File: config.mk
export PLATFORM = sky130hd
export DESIGN_NAME = citd_top
export DESIGN_NICKNAME = d
export VERILOG_FILES = /design/src/shared/citd_pkg.sv /design/src/hdl/citd_mode_timing.sv /design/src/hdl/citd_top.sv
export SDC_FILE = /design/constraint.sdc
export NUM_CORES = 1
export LEC_CHECK = 0
export BUFFER_PORTS_ARGS = -buffer_cell sky130_fd_sc_hd__buf_2
export CORE_MARGIN = 2
export CORE_UTILIZATION = 45
export CTS_CLUSTER_DIAMETER = 100
export DETAILED_ROUTE_END_ITERATION = 12
export PLACE_DENSITY = 0.76
export SLEW_MARGIN = 20
export SYNTH_ARGS = -nofsm -noshare
export SYNTH_HDL_FRONTEND = slang
export SYNTH_SLANG_ARGS = --single-unit
File: constraint.sdc
create_clock -name clk -period 1.8 [get_ports clk]
set_clock_uncertainty 0.15 [all_clocks]
set_input_delay 0.36 -clock clk [delete_from_list [all_inputs] [get_ports clk]]
set_output_delay 0.36 -clock clk [all_outputs]
set_load 0.1 [all_outputs]
File: src/shared/citd_pkg.sv
/*
 * citd_pkg: shared types and constants of the instruction timing and decode block.
 * Assumes a 16-bit instruction word with the usual three formats.
 */
package citd_pkg;

    // timing of interrupt entry, return, resets, jumps and undefined words; counts in main clock cycles, lengths in words
    localparam logic [2:0] CYC_RET_INT = 3'h5;
    localparam logic [1:0] LEN_RET_INT = 2'h1;
    localparam logic [2:0] CYC_IRQ = 3'h6;
    localparam logic [2:0] CYC_WATCHDOG_RST = 3'h4;
    localparam logic [2:0] CYC_PIN_RST = 3'h4;
    localparam logic [2:0] CYC_JUMP = 3'h2;
    localparam logic [1:0] LEN_JUMP = 2'h1;
    localparam logic [2:0] CYC_UNDEF = 3'h1;

    // instruction word fields
    localparam int OPC_HI = 15;
    localparam int OPC_LO = 12;
    localparam int SOP_HI = 9;
    localparam int SOP_LO = 7;
    localparam int SRC_HI = 11;
    localparam int SRC_LO = 8;
    localparam int AD_POS = 7;
    localparam int BW_POS = 6;
    localparam int AS_HI = 5;
    localparam int AS_LO = 4;
    localparam int DST_HI = 3;
    localparam int DST_LO = 0;
    localparam int COND_HI = 12;
    localparam int COND_LO = 10;
    localparam int OFS_HI = 9;
    localparam logic [3:0] PC_REG = 4'h0;
    localparam logic [5:0] SINGLE_PREFIX = 6'h04;
    localparam logic [2:0] JUMP_PREFIX = 3'h1;
    localparam logic [15:0] RESET_WORD = 16'h0000;

    typedef enum logic [2:0] {
        GRP_NONE = 3'b000,
        GRP_SINGLE = 3'b001,
        GRP_JUMP = 3'b010,
        GRP_DOUBLE = 3'b011,
        GRP_IRQ = 3'b100,
        GRP_WATCHDOG = 3'b101,
        GRP_PIN = 3'b110,
        GRP_ILLEGAL = 3'b111
    } citd_group_t;

    typedef enum logic [2:0] {
        SOP_ROTATE_RIGHT_THROUGH_CARRY = 3'b000,
        SOP_BYTE_EXCHANGE = 3'b001,
        SOP_ARITH_SHIFT_RIGHT = 3'b010,
        SOP_SIGN_EXTEND_BYTE = 3'b011,
        SOP_STACK_STORE = 3'b100,
        SOP_SUBROUTINE_JUMP = 3'b101,
        SOP_RETURN_FROM_INTERRUPT = 3'b110,
        SOP_UNUSED = 3'b111
    } citd_sop_t;

    typedef enum logic [3:0] {
        DOP_MOVE_WORD = 4'h4,
        DOP_ADD = 4'h5,
        DOP_ADD_WITH_CARRY = 4'h6,
        DOP_SUBTRACT_WITH_CARRY = 4'h7,
        DOP_SUBTRACT = 4'h8,
        DOP_COMPARE_WORD = 4'h9,
        DOP_DECIMAL_ADD = 4'hA,
        DOP_BIT_TEST = 4'hB,
        DOP_BIT_CLEAR = 4'hC,
        DOP_BIT_SET = 4'hD,
        DOP_EXCLUSIVE_OR = 4'hE,
        DOP_LOGICAL_AND = 4'hF
    } citd_dop_t;

    // operand addressing classes; indexed, symbolic and absolute time alike
    typedef enum logic [2:0] {
        AM_REG = 3'b000,
        AM_IND = 3'b001,
        AM_AUTO = 3'b010,
        AM_IMM = 3'b011,
        AM_IDX = 3'b100
    } citd_amode_t;

    typedef enum logic [1:0] {
        DM_REG = 2'b00,
        DM_PC = 2'b01,
        DM_MEM = 2'b10
    } citd_dmode_t;

    typedef struct packed {
        logic [2:0] cycles;
        logic [1:0] words;
        logic undefined;
    } citd_timing_t;

    typedef struct packed {
        citd_group_t group;
        logic [3:0] op;
        logic byte_op;
        logic [2:0] cycles;
        logic [1:0] words;
        logic undefined;
    } citd_decode_t;

    // source addressing class from the As field and register number
    function automatic citd_amode_t src_mode(input logic [1:0] as_f, input logic [3:0] rn);
        citd_amode_t m;
        m = AM_REG;
        unique case (as_f)
            2'b00: m = AM_REG;
            2'b01: m = AM_IDX;
            2'b10: m = AM_IND;
            2'b11: m = (rn == PC_REG) ? AM_IMM : AM_AUTO;
        endcase
        return m;
    endfunction

    // high and low bytes exchanged
    function automatic logic [15:0] byte_swap(input logic [15:0] v);
        return {v[7:0], v[15:8]};
    endfunction

    // counter plus twice the signed word offset
    function automatic logic [15:0] jump_dest(input logic [15:0] pc, input logic [9:0] ofs);
        return pc + {{5{ofs[9]}}, ofs, 1'b0};
    endfunction

endpackage

File: src/hdl/citd_mode_timing.sv
/*
 * citd_mode_timing: cycle count and word length of single- and double-operand
 * instructions from their addressing fields. Purely combinational.
 * Assumes the caller has already classed the word as single or double operand.
 */
`timescale 1ns/10ps
`default_nettype none

module citd_mode_timing (
    input wire logic [15:0] instr_word,
    input wire logic is_double,
    output citd_pkg::citd_timing_t timing
);

    citd_pkg::citd_amode_t am;
    citd_pkg::citd_dmode_t dm;
    citd_pkg::citd_sop_t sop;

    // addressing classes of the word
    always_comb begin
        am = citd_pkg::src_mode(instr_word[citd_pkg::AS_HI:citd_pkg::AS_LO],
            is_double ? instr_word[citd_pkg::SRC_HI:citd_pkg::SRC_LO]
                      : instr_word[citd_pkg::DST_HI:citd_pkg::DST_LO]);
        if (instr_word[citd_pkg::AD_POS]) begin
            dm = citd_pkg::DM_MEM;
        end else if (instr_word[citd_pkg::DST_HI:citd_pkg::DST_LO] == citd_pkg::PC_REG) begin
            dm = citd_pkg::DM_PC;
        end else begin
            dm = citd_pkg::DM_REG;
        end
        sop = citd_pkg::citd_sop_t'(instr_word[citd_pkg::SOP_HI:citd_pkg::SOP_LO]);
    end

    // double-operand count from format and modes only; single-operand count also from the operation
    always_comb begin
        timing = '{cycles: 3'h1, words: 2'h1, undefined: 1'b0};
        if (is_double) begin
            unique case (am)
                citd_pkg::AM_REG: begin
                    unique case (dm)
                        citd_pkg::DM_REG: timing = '{3'h1, 2'h1, 1'b0};
                        citd_pkg::DM_PC: timing = '{3'h2, 2'h1, 1'b0};
                        default: timing = '{3'h4, 2'h2, 1'b0};
                    endcase
                end
                citd_pkg::AM_IND, citd_pkg::AM_AUTO: begin
                    unique case (dm)
                        citd_pkg::DM_REG: timing = '{3'h2, 2'h1, 1'b0};
                        citd_pkg::DM_PC: timing = (am == citd_pkg::AM_AUTO) ?
                            citd_pkg::citd_timing_t'{3'h3, 2'h1, 1'b0} :
                            citd_pkg::citd_timing_t'{3'h2, 2'h1, 1'b0};
                        default: timing = '{3'h5, 2'h2, 1'b0};
                    endcase
                end
                citd_pkg::AM_IMM: begin
                    unique case (dm)
                        citd_pkg::DM_REG: timing = '{3'h2, 2'h2, 1'b0};
                        citd_pkg::DM_PC: timing = '{3'h3, 2'h2, 1'b0};
                        default: timing = '{3'h5, 2'h3, 1'b0};
                    endcase
                end
                default: begin
                    // indexed, symbolic or absolute source
                    timing = (dm == citd_pkg::DM_MEM) ? citd_pkg::citd_timing_t'{3'h6, 2'h3, 1'b0}
                        : citd_pkg::citd_timing_t'{3'h3, 2'h2, 1'b0};
                end
            endcase
        end else if (sop == citd_pkg::SOP_RETURN_FROM_INTERRUPT) begin
            timing = '{citd_pkg::CYC_RET_INT, citd_pkg::LEN_RET_INT, 1'b0};
        end else if (sop == citd_pkg::SOP_STACK_STORE) begin
            unique case (am)
                citd_pkg::AM_REG: timing = '{3'h3, 2'h1, 1'b0};
                citd_pkg::AM_IND: timing = '{3'h4, 2'h1, 1'b0};
                citd_pkg::AM_AUTO: timing = '{3'h5, 2'h1, 1'b0};
                citd_pkg::AM_IMM: timing = '{3'h4, 2'h2, 1'b0};
                default: timing = '{3'h5, 2'h2, 1'b0};
            endcase
        end else if (sop == citd_pkg::SOP_SUBROUTINE_JUMP) begin
            unique case (am)
                citd_pkg::AM_REG: timing = '{3'h4, 2'h1, 1'b0};
                citd_pkg::AM_IND: timing = '{3'h4, 2'h1, 1'b0};
                citd_pkg::AM_AUTO: timing = '{3'h5, 2'h1, 1'b0};
                default: timing = '{3'h5, 2'h2, 1'b0};
            endcase
        end else begin
            // rotate, shift, byte exchange, sign extend
            unique case (am)
                citd_pkg::AM_REG: timing = '{3'h1, 2'h1, 1'b0};
                citd_pkg::AM_IND, citd_pkg::AM_AUTO: timing = '{3'h3, 2'h1, 1'b0};
                citd_pkg::AM_IMM: timing = '{citd_pkg::CYC_UNDEF, 2'h2, 1'b1};
                default: timing = '{3'h4, 2'h2, 1'b0};
            endcase
        end
    end

endmodule // citd_mode_timing

`default_nettype wire

File: src/hdl/citd_top.sv
/*
 * citd_top: instruction timing and opcode decode of a small 16-bit core.
 * Takes one instruction word or one interrupt/reset event, decodes it,
 * and holds busy for the documented number of main clock cycles.
 * Assumes all inputs are synchronous to clk; memory fetch is outside.
 */
`timescale 1ns/10ps
`default_nettype none

// Function
// - cycle count follows format and addressing modes; single operand also by the operation
// - interrupt entry takes six cycles; watchdog and pin resets take four
// - return from interrupt is one word and five cycles
// - register-mode single operand: one word; shifts 1, stack store 3, call 4
// - indirect single operand 3/4/4 cycles; auto-increment 3/5/5, one word
// - immediate, indexed, symbolic, absolute single operand: two words, cycles per mode
// - every jump is one word and two cycles, taken or not
// - register source double operand: 1, 2 to counter, 4 with two words to memory
// - indirect source: 2 to register, 2 or 3 to counter, 5 to memory
// - immediate source: 2 to register, 3 to counter, 5 and three words to memory
// - indexed-type source: 3 and two words to register or counter, 6 and three to memory
// - 10xx-13xx single operand by bits 9:7, byte variants at +040; 20xx-3Fxx jumps
// - top nibble 4..9 is move, add, add carry, subtract carry, subtract, compare
// - byte exchange swaps bits 15:8 with 7:0
// - unconditional jump target is counter plus twice the signed offset
module citd_top (
    input wire logic clk,
    input wire logic rst_n,
    input wire logic instr_valid,
    input wire logic [15:0] instr_word,
    input wire logic [15:0] pc_value,
    input wire logic [15:0] operand_value,
    input wire logic irq_accept,
    input wire logic watchdog_timer_reset,
    input wire logic pin_reset,
    output logic ready,
    output logic busy,
    output logic done,
    output citd_pkg::citd_decode_t decode_out,
    output logic [15:0] swap_result,
    output logic [15:0] jump_target
);

    logic rst_meta_reg;
    logic rst_sync_reg;
    logic [2:0] cnt_reg;
    logic is_double;
    logic take_instr;
    logic take_irq;
    logic start;
    citd_pkg::citd_timing_t mode_timing;
    citd_pkg::citd_decode_t decode_next;

    // reset release through two flip-flops
    always_ff @(posedge clk or negedge rst_n) begin
        if (!rst_n) begin
            rst_meta_reg <= 1'b0;
            rst_sync_reg <= 1'b0;
        end else begin
            rst_meta_reg <= 1'b1;
            rst_sync_reg <= rst_meta_reg;
        end
    end

    assign is_double = (instr_word[citd_pkg::OPC_HI:citd_pkg::OPC_LO] >= 4'h4);

    citd_mode_timing u_mode_timing (
        .instr_word(instr_word),
        .is_double(is_double),
        .timing(mode_timing)
    );

    // resets preempt anything; interrupts and instructions wait for idle
    assign take_irq = irq_accept && ready && !pin_reset && !watchdog_timer_reset;
    assign take_instr = instr_valid && ready && !irq_accept && !pin_reset
        && !watchdog_timer_reset;
    assign start = pin_reset || watchdog_timer_reset || take_irq || take_instr;

    // group, operation and timing of whatever starts this cycle
    always_comb begin
        decode_next = '{citd_pkg::GRP_NONE, 4'h0, 1'b0, 3'h0, 2'h0, 1'b0};
        if (pin_reset) begin
            decode_next = '{citd_pkg::GRP_PIN, 4'h0, 1'b0, citd_pkg::CYC_PIN_RST,
                2'h0, 1'b0};
        end else if (watchdog_timer_reset) begin
            decode_next = '{citd_pkg::GRP_WATCHDOG, 4'h0, 1'b0, citd_pkg::CYC_WATCHDOG_RST,
                2'h0, 1'b0};
        end else if (take_irq) begin
            decode_next = '{citd_pkg::GRP_IRQ, 4'h0, 1'b0, citd_pkg::CYC_IRQ,
                2'h0, 1'b0};
        end else if (is_double) begin
            decode_next = '{citd_pkg::GRP_DOUBLE,
                instr_word[citd_pkg::OPC_HI:citd_pkg::OPC_LO],
                instr_word[citd_pkg::BW_POS], mode_timing.cycles, mode_timing.words,
                mode_timing.undefined};
        end else if (instr_word[15:13] == citd_pkg::JUMP_PREFIX) begin
            decode_next = '{citd_pkg::GRP_JUMP,
                {1'b0, instr_word[citd_pkg::COND_HI:citd_pkg::COND_LO]}, 1'b0,
                citd_pkg::CYC_JUMP, citd_pkg::LEN_JUMP, 1'b0};
        end else if (instr_word[15:10] == citd_pkg::SINGLE_PREFIX
            && instr_word[citd_pkg::SOP_HI:citd_pkg::SOP_LO] != citd_pkg::SOP_UNUSED) begin
            decode_next = '{citd_pkg::GRP_SINGLE,
                {1'b0, instr_word[citd_pkg::SOP_HI:citd_pkg::SOP_LO]},
                instr_word[citd_pkg::BW_POS], mode_timing.cycles, mode_timing.words,
                mode_timing.undefined};
        end else begin
            decode_next = '{citd_pkg::GRP_ILLEGAL, 4'h0, 1'b0, citd_pkg::CYC_UNDEF,
                2'h1, 1'b1};
        end
    end

    // cycle counter: loaded on start, runs down to zero
    always_ff @(posedge clk or negedge rst_sync_reg) begin
        if (!rst_sync_reg) begin
            cnt_reg <= 3'h0;
        end else if (start) begin
            cnt_reg <= decode_next.cycles;
        end else if (cnt_reg != 3'h0) begin
            cnt_reg <= cnt_reg - 3'h1;
        end
    end

    // handshake flags
    always_ff @(posedge clk or negedge rst_sync_reg) begin
        if (!rst_sync_reg) begin
            busy <= 1'b0;
            ready <= 1'b0;
            done <= 1'b0;
        end else begin
            busy <= start || (cnt_reg > 3'h1);
            ready <= !(start || (cnt_reg > 3'h1));
            done <= !start && (cnt_reg == 3'h1);
        end
    end

    // decode result held until the next start
    always_ff @(posedge clk or negedge rst_sync_reg) begin
        if (!rst_sync_reg) begin
            decode_out <= '{citd_pkg::GRP_NONE, 4'h0, 1'b0, 3'h0, 2'h0, 1'b0};
        end else if (start) begin
            decode_out <= decode_next;
        end
    end

    // operand results of byte exchange and jumps
    always_ff @(posedge clk or negedge rst_sync_reg) begin
        if (!rst_sync_reg) begin
            swap_result <= citd_pkg::RESET_WORD;
            jump_target <= citd_pkg::RESET_WORD;
        end else if (take_instr) begin
            if (decode_next.group == citd_pkg::GRP_SINGLE
                && decode_next.op == {1'b0, citd_pkg::SOP_BYTE_EXCHANGE}) begin
                swap_result <= citd_pkg::byte_swap(operand_value);
            end
            if (decode_next.group == citd_pkg::GRP_JUMP) begin
                jump_target <= citd_pkg::jump_dest(pc_value, instr_word[citd_pkg::OFS_HI:0]);
            end
        end
    end

    // checks
    logic [3:0] busy_len_reg;
    always_ff @(posedge clk or negedge rst_sync_reg) begin
        if (!rst_sync_reg) begin
            busy_len_reg <= 4'h0;
        end else if (start) begin
            busy_len_reg <= 4'h0; // counts the busy cycles that follow the start
        end else if (busy) begin
            busy_len_reg <= busy_len_reg + 4'h1;
        end
    end
endmodule // citd_top

`default_nettype wire

# After elaboration in Yosys (flattened, before gate mapping)
# Index checks and enable logic that the tools add are counted.
[totals]
elab_cells = 92
in_bits = 54
register_bits = 54
output_inout_bits = 49
[op_classes]
mux = 26
reduce_logical = 30
eq_ne = 18
n_addsub = 2
order_cmp = 2
[op_table]
columns = ["cell", "count"]
rows = [
  ["14-bit 2-to-1 mux", 6],
  ["6-bit one-hot mux with 2 select lines", 3],
  ["6-bit one-hot mux with 3 select lines", 2],
  ["6-bit 2-to-1 mux", 5],
  ["6-bit one-hot mux with 4 select lines", 1],
  ["16-bit adder", 1],
  ["3-bit by 1-bit equality test with 1-bit output, second input constant", 4],
  ["3-bit one-hot mux with 4 select lines", 1],
  ["1-bit logical AND", 10],
  ["3-bit by 2-bit equality test with 1-bit output, second input constant", 3],
  ["3-bit equality test, second input constant", 3],
  ["4-bit zero test", 2],
  ["4-bit 2-to-1 mux", 2],
  ["4-bit one-hot mux with 2 select lines", 1],
  ["2-bit equality test, second input constant", 3],
  ["6-bit by 3-bit equality test with 1-bit output, second input constant", 1],
  ["3-bit 2-to-1 mux", 2],
  ["1-bit zero test", 5],
  ["2-bit by 1-bit equality test with 1-bit output, second input constant", 2],
  ["4-bit by 1-bit equality test with 1-bit output, second input constant", 1],
  ["4-bit by 3-bit >= comparator with 1-bit output, second input constant", 1],
  ["2-bit zero test", 2],
  ["1-bit logical OR", 4],
  ["2-bit AND reduction", 2],
  ["9 further kinds", 11],
]

# Longest topological paths before layout
# Gate-level depths: netlist of the first run.
[depth]
word_depth = 21
ltp_mapped = 9
depth_no_buf = 9

# By module
# Synthesis of the first run repeated with hierarchy kept, for this count alone.
[hier_totals]
hier_cells = 334
hier_area_um2 = 3291.9
[modules_own_cells]
columns = ["mod", "area_each_um2", "instances", "seq_area_each_um2", "cells_each"]
rows = [
  ["citd_top", 3015.4, 1, 1351.3, 295],
  ["citd_mode_timing", 276.5, 1, 0.0, 39],
]

# Worst setup path before layout of the first run
# No wires, ideal clock.
[synth_path]
path_kind = "register to register"
from = "register ready"
to = "register swap_result[0]"
path_buffers = 1
required_ns = 1.525
slack_ns = -0.791
period_less_slack_ns = 2.591
path_stages_with_launch = 7
arrival_time_ns = 2.316
setup_ns = 0.125
cell_sequence = "dfrtp_1 and2_1 nand3b_2 nor4_4 nand3_4 buf_6 mux2_4"
[synth_via]
elab_chain_len = 9
word_cells_on_any_way = 14
classes_between = "eq/ne (2); mux (3); reduce/logical (9)"
[synth_rtl]
columns = ["element", "line_no", "source"]
rows = [
  ["start, declared", "citd_top.sv:36", "output logic ready,"],
  ["start signal, assigned", "citd_top.sv:131", "ready <= !(start || (cnt_reg > 3'h1));"],
  ["1-bit logical AND (3 in series)", "citd_top.sv:74", "assign take_irq = irq_accept && ready && !pin_reset && !watchdog_timer_reset;"],
  ["14-bit 2-to-1 mux", "citd_top.sv:88", "end else if (take_irq) begin"],
  ["14-bit 2-to-1 mux", "citd_top.sv:85", "end else if (watchdog_timer_reset) begin"],
  ["14-bit 2-to-1 mux", "citd_top.sv:82", "if (pin_reset) begin"],
  ["4-bit by 1-bit equality test with 1-bit output / 3-bit by 1-bit equality test with 1-bit output (equally long branches)", "citd_top.sv:152, citd_top.sv:151", ""],
  ["1-bit logical AND", "citd_top.sv:152", "&& decode_next.op == {1'b0, citd_pkg::SOP_BYTE_EXCHANGE}) begin"],
  ["2-bit AND reduction (no source line) (*)", "n/a", ""],
  ["end signal, assigned", "citd_top.sv:148", "swap_result <= citd_pkg::RESET_WORD;"],
  ["end signal, assigned", "citd_top.sv:153", "swap_result <= citd_pkg::byte_swap(operand_value);"],
  ["end, declared", "citd_top.sv:40", "output logic [15:0] swap_result,"],
]
# Mark *: on every way between the ends. The rest lies on a longest branch, timed or not.
# A chain may end at the register's enable or synchronous reset.

# Worst setup path after layout of the first run
# Same ends and word-level chain as after synthesis.

==> run metrics, run 1 <==
outcome=finished, violations left; violated checks=negative setup slack; P per Cell Area=615 nW/um2; crit share post-route=103%; clock share of power=29.4%; number of global-route vias before repair=2979; first-pass GRT wire length=13300 um; I/O pin count=103; Worst setup EP type=register; leakage=2.43 nW; Final Max Tran Viols=0; Post-synth EDFFs=0; first-pass iteration count of the detailed router=4; ys async rst share=100%; Slew headroom=65.7%; Layout Cells excl Fill=592; row count=30; Die Ht=87.8 um; antenna violations before repair=0; Internal=2.01 mW; Placement Setup Slack=-0.479 ns; Fin. Hold Viols=0; Storage cell area=1350 um2; Routed WL=8540 um; post-route DRC violation count=0; Max Clk Rate=542 MHz; Syn-to-layout area delta=48.7%; HP Class=register to asynchronous set/reset pin; Die ar.=7700 um2; Final min period=1.85 ns; Reg power frac=43.2%; switching share of power=30.3%; VDD IR max=0.000400 V; core area=6790 um2; placer congestion estimate=1.00; Synth Instances=319; Synth Flop Type=dfrtp_1; Seq/Total Area, Yosys=42.8%; DR vias=3076; CTS Buf Count=5; PortBufs=102; flops & latches, synth=54; total global-route track usage=21.8%; DPL Wire Length=6540 um; synth top area cells=dfrtp_1 (43%), ha_1 (6.7%), nand2_1 (5.2%); top flop regs=jump_target x16, swap_result x16, decode_out x14; power share of the combinational group=27.4%; max-cap viol count=0; NumNets Final=567; worst-skew pair later-pin latency=0.31 ns; Synth warnings=0; H-tree depth=2; DR iter-0 viols=139; Max Root-Sink Buffers=2; layout cells sized above 1=49.4%; TritonCTS clock tree=built; Cells after DPL=569; clock sink total=54; ANT cells=0; Worst setup SP type=register; final setup margin=-0.0467 ns; Worst-path clk slew=0.11 ns; arrival time worst endpoint=1.90 ns; Wirelength per Cell=14.4 um; Synth Cell Area=3160 um2; Avg Synthesized Cell Area=9.90 um2; largest net degree at the start of global routing=32; Worst Max-Slew Pin Slew=0.508 ns; net load switching power=875 uW; footprint of the multi-input gates=1900 um2; critical path class=register to register; vias per inst=5.20; Initial Utilization=46.5%; CTS root buf=clkbuf_8; Die X=87.8 um; total grt overflow=0; Synthesized Nets=391; ANT nets after route=0; Crit Path Max Fanout=10; post-synth top area cell=dfrtp_1; Fillers=516; RSZ-0062 raised after global routing=yes; setup violators final=16; Synth cell types=57; share of the synthesized area in the top cell type=42.8%; data required time of the worst path=1.85 ns
-- worst max-delay path, cell delays in order (launching register included) --
cell and delay (ns):
dfrtp_2 0.41, and2_4 0.17, nand3b_4 0.09, nor4_4 0.34, nand3_4 0.12, buf_6 0.17
mux2_4 0.30
-- routing by layer --
metal	global-route usage (%)	up-vias	wire length, um
met5	0	-	0
met4	6.29	0	149
met3	3.58	19	495
met2	38.4	109	4300
met1	27.6	1460	3590
li1	-	1488	-
-- cells in the final DEF, fill, tap and decap left out, types with 4 or more instances in the layout --
| master | netlist | routed |
|---|---|---|
| nor2_1 | 15 | 15 |
| mux2_4 | 10 | 10 |
| a21oi_1 | 21 | 18 |
| mux2_2 | 9 | 9 |
| inv_1 | 8 | 6 |
| buf_4 | 0 | 73 |
| o211ai_1 | 4 | 4 |
| nor3_1 | 6 | 5 |
| o21ai_0 | 30 | 21 |
| ha_1 | 17 | 11 |
| xor2_1 | 7 | 7 |
| dfrtp_1 | 54 | 52 |
| o21ai_1 | 0 | 6 |
| nand3_1 | 7 | 7 |
| nand2b_1 | 5 | 5 |
| clkbuf_8 | 0 | 5 |
| xnor2_1 | 8 | 8 |
| nand2_1 | 44 | 44 |
| ha_4 | 0 | 6 |
| a21o_1 | 5 | 5 |
| buf_2 | 1 | 99 |
-- what timing repair did --
item,4_1_cts,5_1_grt
hold buffers,1,0
pin swaps,13,12
resized for setup,15,16
buffers inserted,13,1
endpoints found under the setup margin,20,30
endpoints found under the hold margin,2,0
-- power groups by stage --
stage,Clock (mW),Sequential [mW],Combinational [mW]
2_1_floorplan,0,1.38,0.303
4_1_cts,0.866,1.25,0.763
3_3_place_gp,0,1.27,0.685
5_1_grt,0.915,1.25,0.854
6_report,0.849,1.25,0.791
3_5_place_dp,0,1.27,0.709
-- cell usage after synthesis (3+ instances only) --
| library cell | number |
|---|---|
| inv_1 | 8 |
| o211ai_1 | 4 |
| clkbuf_1 | 10 |
| nor3_1 | 6 |
| a21oi_1 | 21 |
| nand2b_1 | 5 |
| dfrtp_1 | 54 |
| o21bai_1 | 3 |
| mux2_4 | 10 |
| a21o_1 | 5 |
| or3_1 | 3 |
| nor2b_1 | 4 |
| nand3_1 | 7 |
| nor2_1 | 15 |
| nand2_1 | 44 |
| and2_1 | 4 |
| xnor2_1 | 8 |
| mux2_2 | 9 |
| xor2_1 | 7 |
| o21ai_0 | 30 |
| ha_1 | 17 |
-- cells by family (layout without fill, tap and decap cells) --
group,Yosys count,after routing,synth area share [%]
AOI/OAI and AO/OA,88,88,17.5
xor gates and xnor gates,15,15,4.16
adders and majority gates,18,18,7.37
buffers and inverters,20,197,2.66
DFF,54,54,42.8
muxes,19,19,7.97
other,1,1,0.119
and+or+nand+nor,104,104,17.4
-- area by class of cell --
cell class,instances,share of cell area [%]
well taps,96,2.56
clock buffers,5,1.47
flip-flops and latches,54,28.8
clock inverters,3,1.01
multi-input cells,245,40.5
inverters,8,0.640
repair buffers,181,24.9
-- per-stage QoR --
stage | utilization, % | hold slack [ns] | total power, mW | cell area, um2 | TNS (ns)
floorplan | - | -0.0856 | 1.69 | 3250 | -7.78
global placement | 63.8 | 0.000274 | 1.96 | 4340 | -10.35
detailed placement | 63.8 | -0.00154 | 1.98 | 4340 | -12.54
CTS | 68.1 | 0.117 | 2.88 | 4620 | -0.350
global route | 69.1 | 0.111 | 3.02 | 4690 | -1.50
finish | 69.1 | 0.110 | 2.89 | 4690 | -0.411
-- final timing paths --
check / from / endpoint / slack, ns / depth (start not counted)
setup / recovery: ready / swap_result[0] / -0.05 / 6
hold / removal: rst_sync_reg / jump_target[0] / 0.11 / 1
setup reg to reg: ready / swap_result[0] / -0.05 / 6
hold reg to reg: rst_sync_reg / jump_target[0] / 0.11 / 1
max in group asynchronous: rst_sync_reg / ready / 1.05 / 1
min in group clk: pc_value[0] / jump_target[0] / 0.12 / 2
Power figures use the tool's default switching activity.
==> run 2, diff against run 1 <==
PLACE_DENSITY = 0.73   (was 0.76)
clock period = 2.2 ns   (was 1.8 ns; I/O delays follow)
==> run 2 against run 1 <==
  * The flow now finishes without violations
  * Cell count shrank 5.4%
  * Cell area shrank 9.3%
  * Critical path depth grew 4
  * Largest cell class unchanged
==> run metrics, run 2 (synthesized netlist as in run 1, its figures left out) <==
outcome=finished clean; RR Endpoint=swap_result[3]; Fillers=577; crit share post-route=93.0%; row count=30; Worst Max-Slew Pin Slew=0.570 ns; clock share of power=31.0%; Placement Setup Slack=-0.325 ns; worst-skew pair later-pin latency=0.32 ns; worst setup path endpoint=jump_target[15]; DR vias=2887; total grt overflow=0; antenna violations before repair=0; CTS root buf=clkbuf_8; Reg power frac=45.5%; Cells after DPL=551; Crit Path Max Fanout=4; Die X=87.8 um; DR iter-0 viols=98; hold slack final=0.0651 ns; PortBufs=102; setup TNS=0 ns; DPL Wire Length=6330 um; Worst setup SP type=input pin; Max Clk Rate=489 MHz; RSZ-0062 raised after global routing=no; Worst Setup SP=instr_word[0]; Worst-path clk slew=0.11 ns; Final Max Tran Viols=0; Syn-to-layout area delta=34.9%; net load switching power=676 uW; total global-route track usage=21.5%; max-cap viol count=0; post-route DRC violation count=0; Internal=1.58 mW; Max Root-Sink Buffers=2; Worst setup EP type=register; ANT nets after route=0; NumNets Final=535; largest net degree at the start of global routing=35; worst reg-to-reg path cell count=7; clock sink total=54; top flop regs=jump_target x16, swap_result x16, decode_out x14; core area=6790 um2; critical path class=input pin to register; H-tree depth=2; ANT cells=0; final setup margin=0.153 ns; CTS Buf Count=5; setup violators final=0; commonest cells after routing, fill and taps aside=buf_2 (102), dfrtp_1 (52), nand2_1 (44); HP Class=register to asynchronous set/reset pin; Fin. Hold Viols=0; Wirelength per Cell=14.3 um; VDD IR max=0.000387 V; Routed WL=8010 um; I/O pin count=103; R2R Path Start=ready; layout cells sized above 1=40.5%; first-pass iteration count of the detailed router=4; Initial Utilization=46.5%; data required time of the worst path=2.26 ns; Slew headroom=61.5%; TritonCTS clock tree=built; switching share of power=30.0%; setup slack, reg-to-reg=0.31 ns; number of global-route vias before repair=2818; vias per inst=5.16; first-pass GRT wire length=13100 um; Layout Cells excl Fill=560; P per Cell Area=530 nW/um2; leakage=2.25 nW; Die ar.=7700 um2; Die Ht=87.8 um; arrival time worst endpoint=2.11 ns; placer congestion estimate=0.873; commonest non-fill, non-tap cell in the layout=buf_2; Final min period=2.05 ns; power share of the combinational group=23.4%
[run 2: cell type report]
class                      instances  area (um2)  area share (%)
tap                               96         120            2.82
clock buffer                       5        68.8            1.62
multi-input combinational        245        1730            40.7
timing repair buffer             149         903            21.2
sequential                        54        1350            31.8
inverter                           8        30.0           0.705
clock inverter                     3        48.8            1.15
[run 2: metrics by stage]
step / utilization, % / total power, mW / cell area (um2)
floorplan: - / 1.36 / 3170
global placement: 60.8 / 1.56 / 4130
detailed placement: 60.8 / 1.57 / 4130
CTS: 62.7 / 2.27 / 4260
global route: 62.7 / 2.36 / 4260
finish: 62.7 / 2.26 / 4260
[run 2: layer usage]
metal / global-route usage [%] / share of wire, %
met5: 0 / 0
met4: 6.01 / 2.0
met3: 4.62 / 6.4
met2: 36.6 / 48
met1: 27.7 / 43
[run 2: worst max-delay path, stage by stage]
cell	delay [ns]
buf_2	0.09
ha_1	0.16
inv_1	0.06
fa_1	0.40
nor2b_1	0.16
o31a_1	0.17
o21ai_1	0.15
o221ai_1	0.25
xnor2_1	0.14
o21ai_0	0.09
[run 2: worst min-delay path by stage]
stage,startpoint,endpoint
after floorplan,rst_n,rst_meta_reg
after global placement,rst_sync_reg,swap_result[5]
after detailed placement,rst_sync_reg,swap_result[8]
after CTS,rst_sync_reg,swap_result[5]
after global routing,rst_sync_reg,swap_result[3]
final,rst_sync_reg,swap_result[3]
[run 2: repair_timing]
| action | CTS | global route |
|---|---|---|
| setup endpoints to repair | 0 | 3 |
| hold endpoints to repair | 2 | 0 |
| hold buffers | 1 | 0 |
| buffers inserted | 0 | 0 |
| resized for setup | 0 | 2 |
[run 2: power groups by stage]
stage | Combinational [mW] | Clock [mW] | Sequential [mW]
6_report | 0.529 | 0.700 | 1.03
5_1_grt | 0.584 | 0.747 | 1.03
4_1_cts | 0.530 | 0.711 | 1.03
3_5_place_dp | 0.526 | 0 | 1.05
3_3_place_gp | 0.513 | 0 | 1.05
2_1_floorplan | 0.232 | 0 | 1.13
==> run 3, diff against run 2 <==
CORE_UTILIZATION = 30   (was 45)
MAX_ROUTING_LAYER = met4   (was not set)
PLACE_DENSITY = not set   (was 0.73)
==> run 3 against run 2 <==
  * Utilization is 21 points lower
  * Largest cell class unchanged
  * Routed wire length rose by 1.4%
  * Clock power shrank 4.1%
  * Count of clock-buffer cells in the layout did not move
  * Global-route usage shrank 6.7 points
  * Critical path depth is the same
  * Cell count grew 7.7%
  * Maximum frequency is 0.91% lower
  * Combinational power about the same
  * Cell area up 1.7%
  * Worst hold slack improved by 0.019 ns
==> run metrics, run 3 (synthesized netlist as in run 1, its figures left out) <==
number of global-route vias before repair=2823; Max Root-Sink Buffers=2; arrival time worst endpoint=2.10 ns; vias per inst=4.79; ANT cells=0; Worst path slowest cell=fa_1; Slew headroom=55.8%; H-tree depth=2; Final min period=2.07 ns; Worst Max-Slew Pin Slew=0.654 ns; first-pass GRT wire length=13300 um; power share of the combinational group=23.8%; DR vias=2887; worst-skew pair later-pin latency=0.30 ns; Post CTS Setup Buffer Count=0; DPL Wire Length=6590 um; Initial Utilization=30.7%; crit share post-route=93.9%; placer congestion estimate=0.897; Layout Cells excl Fill=603; core area=10300 um2; Internal=1.58 mW; Syn-to-layout area delta=37.2%; switching share of power=29.3%; P per Cell Area=515 nW/um2; Worst setup EP type=register; top flop regs=jump_target x16, swap_result x16, decode_out x14; Fin. Hold Viols=0; met2 Usage GRT=25.8%; ANT nets after route=0; outcome=finished clean; DR iter-0 viols=68; Reg power frac=46.1%; TritonCTS clock tree=built; critical path's top delay family=compound AO/OA/AOI/OAI gates; CTS Buf Count=5; HP Class=register to asynchronous set/reset pin; Fillers=1048; worst path cell trace=buf_2 > ha_1 > inv_1 > fa_1 > nor2b_1 > o31a_1 > o21ai_1 > o21ai_0 > xnor2_1 > o21ai_0; Worst-path clk slew=0.10 ns; clock sink total=54; Worst setup SP type=input pin; Crit Path Max Fanout=4; leakage=2.27 nW; Crit path buffers/inverters=2; Die ar.=11400 um2; RSZ-0062 raised after global routing=no; PortBufs=102; post-route DRC violation count=0; commonest cells after routing, fill and taps aside=buf_2 (102), dfrtp_1 (52), buf_4 (46); largest net degree at the start of global routing=34; total global-route track usage=14.9%; total grt overflow=0; setup violators final=0; Storage cell area=1350 um2; max incr delay on CP=0.40 ns; max-cap viol count=0; clock share of power=30.1%; footprint of the multi-input gates=1740 um2; met1 Use GR=18.3%; commonest non-fill, non-tap cell in the layout=buf_2; Wirelength per Cell=13.5 um; Top cell by count, worst path=o21ai_0; net load switching power=653 uW; setup TNS=0 ns; critical path class=input pin to register; Die Ht=107 um; I/O pin count=103; CTS root buf=clkbuf_8; row count=37; Cells after DPL=594; Die X=107 um; data required time of the worst path=2.24 ns; Max Clk Rate=484 MHz; GR peak layer=met2; first-pass iteration count of the detailed router=4; Final Max Tran Viols=0; met3 usage=2.37%; antenna violations before repair=0; final core occ=42.1%; VDD IR max=0.000265 V; NumNets Final=538; Routed WL=8120 um; layout cells sized above 1=41.1%
[run 3: cell count changes in the layout (fill, tap and decap cells not counted), sizes merged]
cell and change:
clkinvlp -1, clkinv +1, buf +3
[run 3: path summary, 6_finish.rpt]
| path | startpoint | to | slack, ns | cells after the start |
|---|---|---|---|---|
| worst max-delay path | instr_word[0] | jump_target[13] | 0.13 | 10 |
| worst min register to register | rst_sync_reg | swap_result[15] | 0.08 | 0 |
| max in group asynchronous | rst_sync_reg | ready | 1.27 | 1 |
| worst min-delay path | rst_sync_reg | swap_result[15] | 0.08 | 0 |
| worst max register to register | ready | swap_result[3] | 0.30 | 7 |
| min in group clk | pin_reset | decode_out[11] | 0.20 | 2 |
[run 3: cell type report]
class	instances	share of cell area, %
Inverter	8	0.693
Tap cell	136	3.93
Timing Repair Buffer	152	21.4
Multi-Input combinational cell	245	40.2
Sequential cell	54	31.3
Clock buffer	5	1.59
Clock inverter	3	1.01
[run 3: power groups by stage]
stage / clock network, mW / logic [mW] / registers [mW]
2_1_floorplan: 0 / 0.232 / 1.13
3_3_place_gp: 0 / 0.520 / 1.05
3_5_place_dp: 0 / 0.530 / 1.05
4_1_cts: 0.702 / 0.534 / 1.03
5_1_grt: 0.739 / 0.585 / 1.03
6_report: 0.671 / 0.532 / 1.03
[run 3: metal layers]
metal	vias to the layer above	share of wire, %	wire length, um
met5	-	0	0
met4	0	1.2	94
met3	7	4.9	394
met2	76	50	4080
met1	1372	44	3560
li1	1432	-	-
[run 3: timing repair]
item	CTS	global route
endpoints found under the hold margin	2	0
setup endpoints to repair	1	1
hold buffers	1	0
gates resized for setup	1	1
[run 3: per-stage QoR]
step                instance area (um2)  worst slack, ns  power (mW)  hold WS (ns)
finish                             4330            0.135        2.23        0.0843
global route                       4330         0.000240        2.36         0.139
CTS                                4330            0.123        2.26         0.107
detailed placement                 4200           -0.388        1.58        0.0757
global placement                   4200           -0.220        1.57        0.0755
floorplan                          3170          -0.0608        1.36      -0.00559
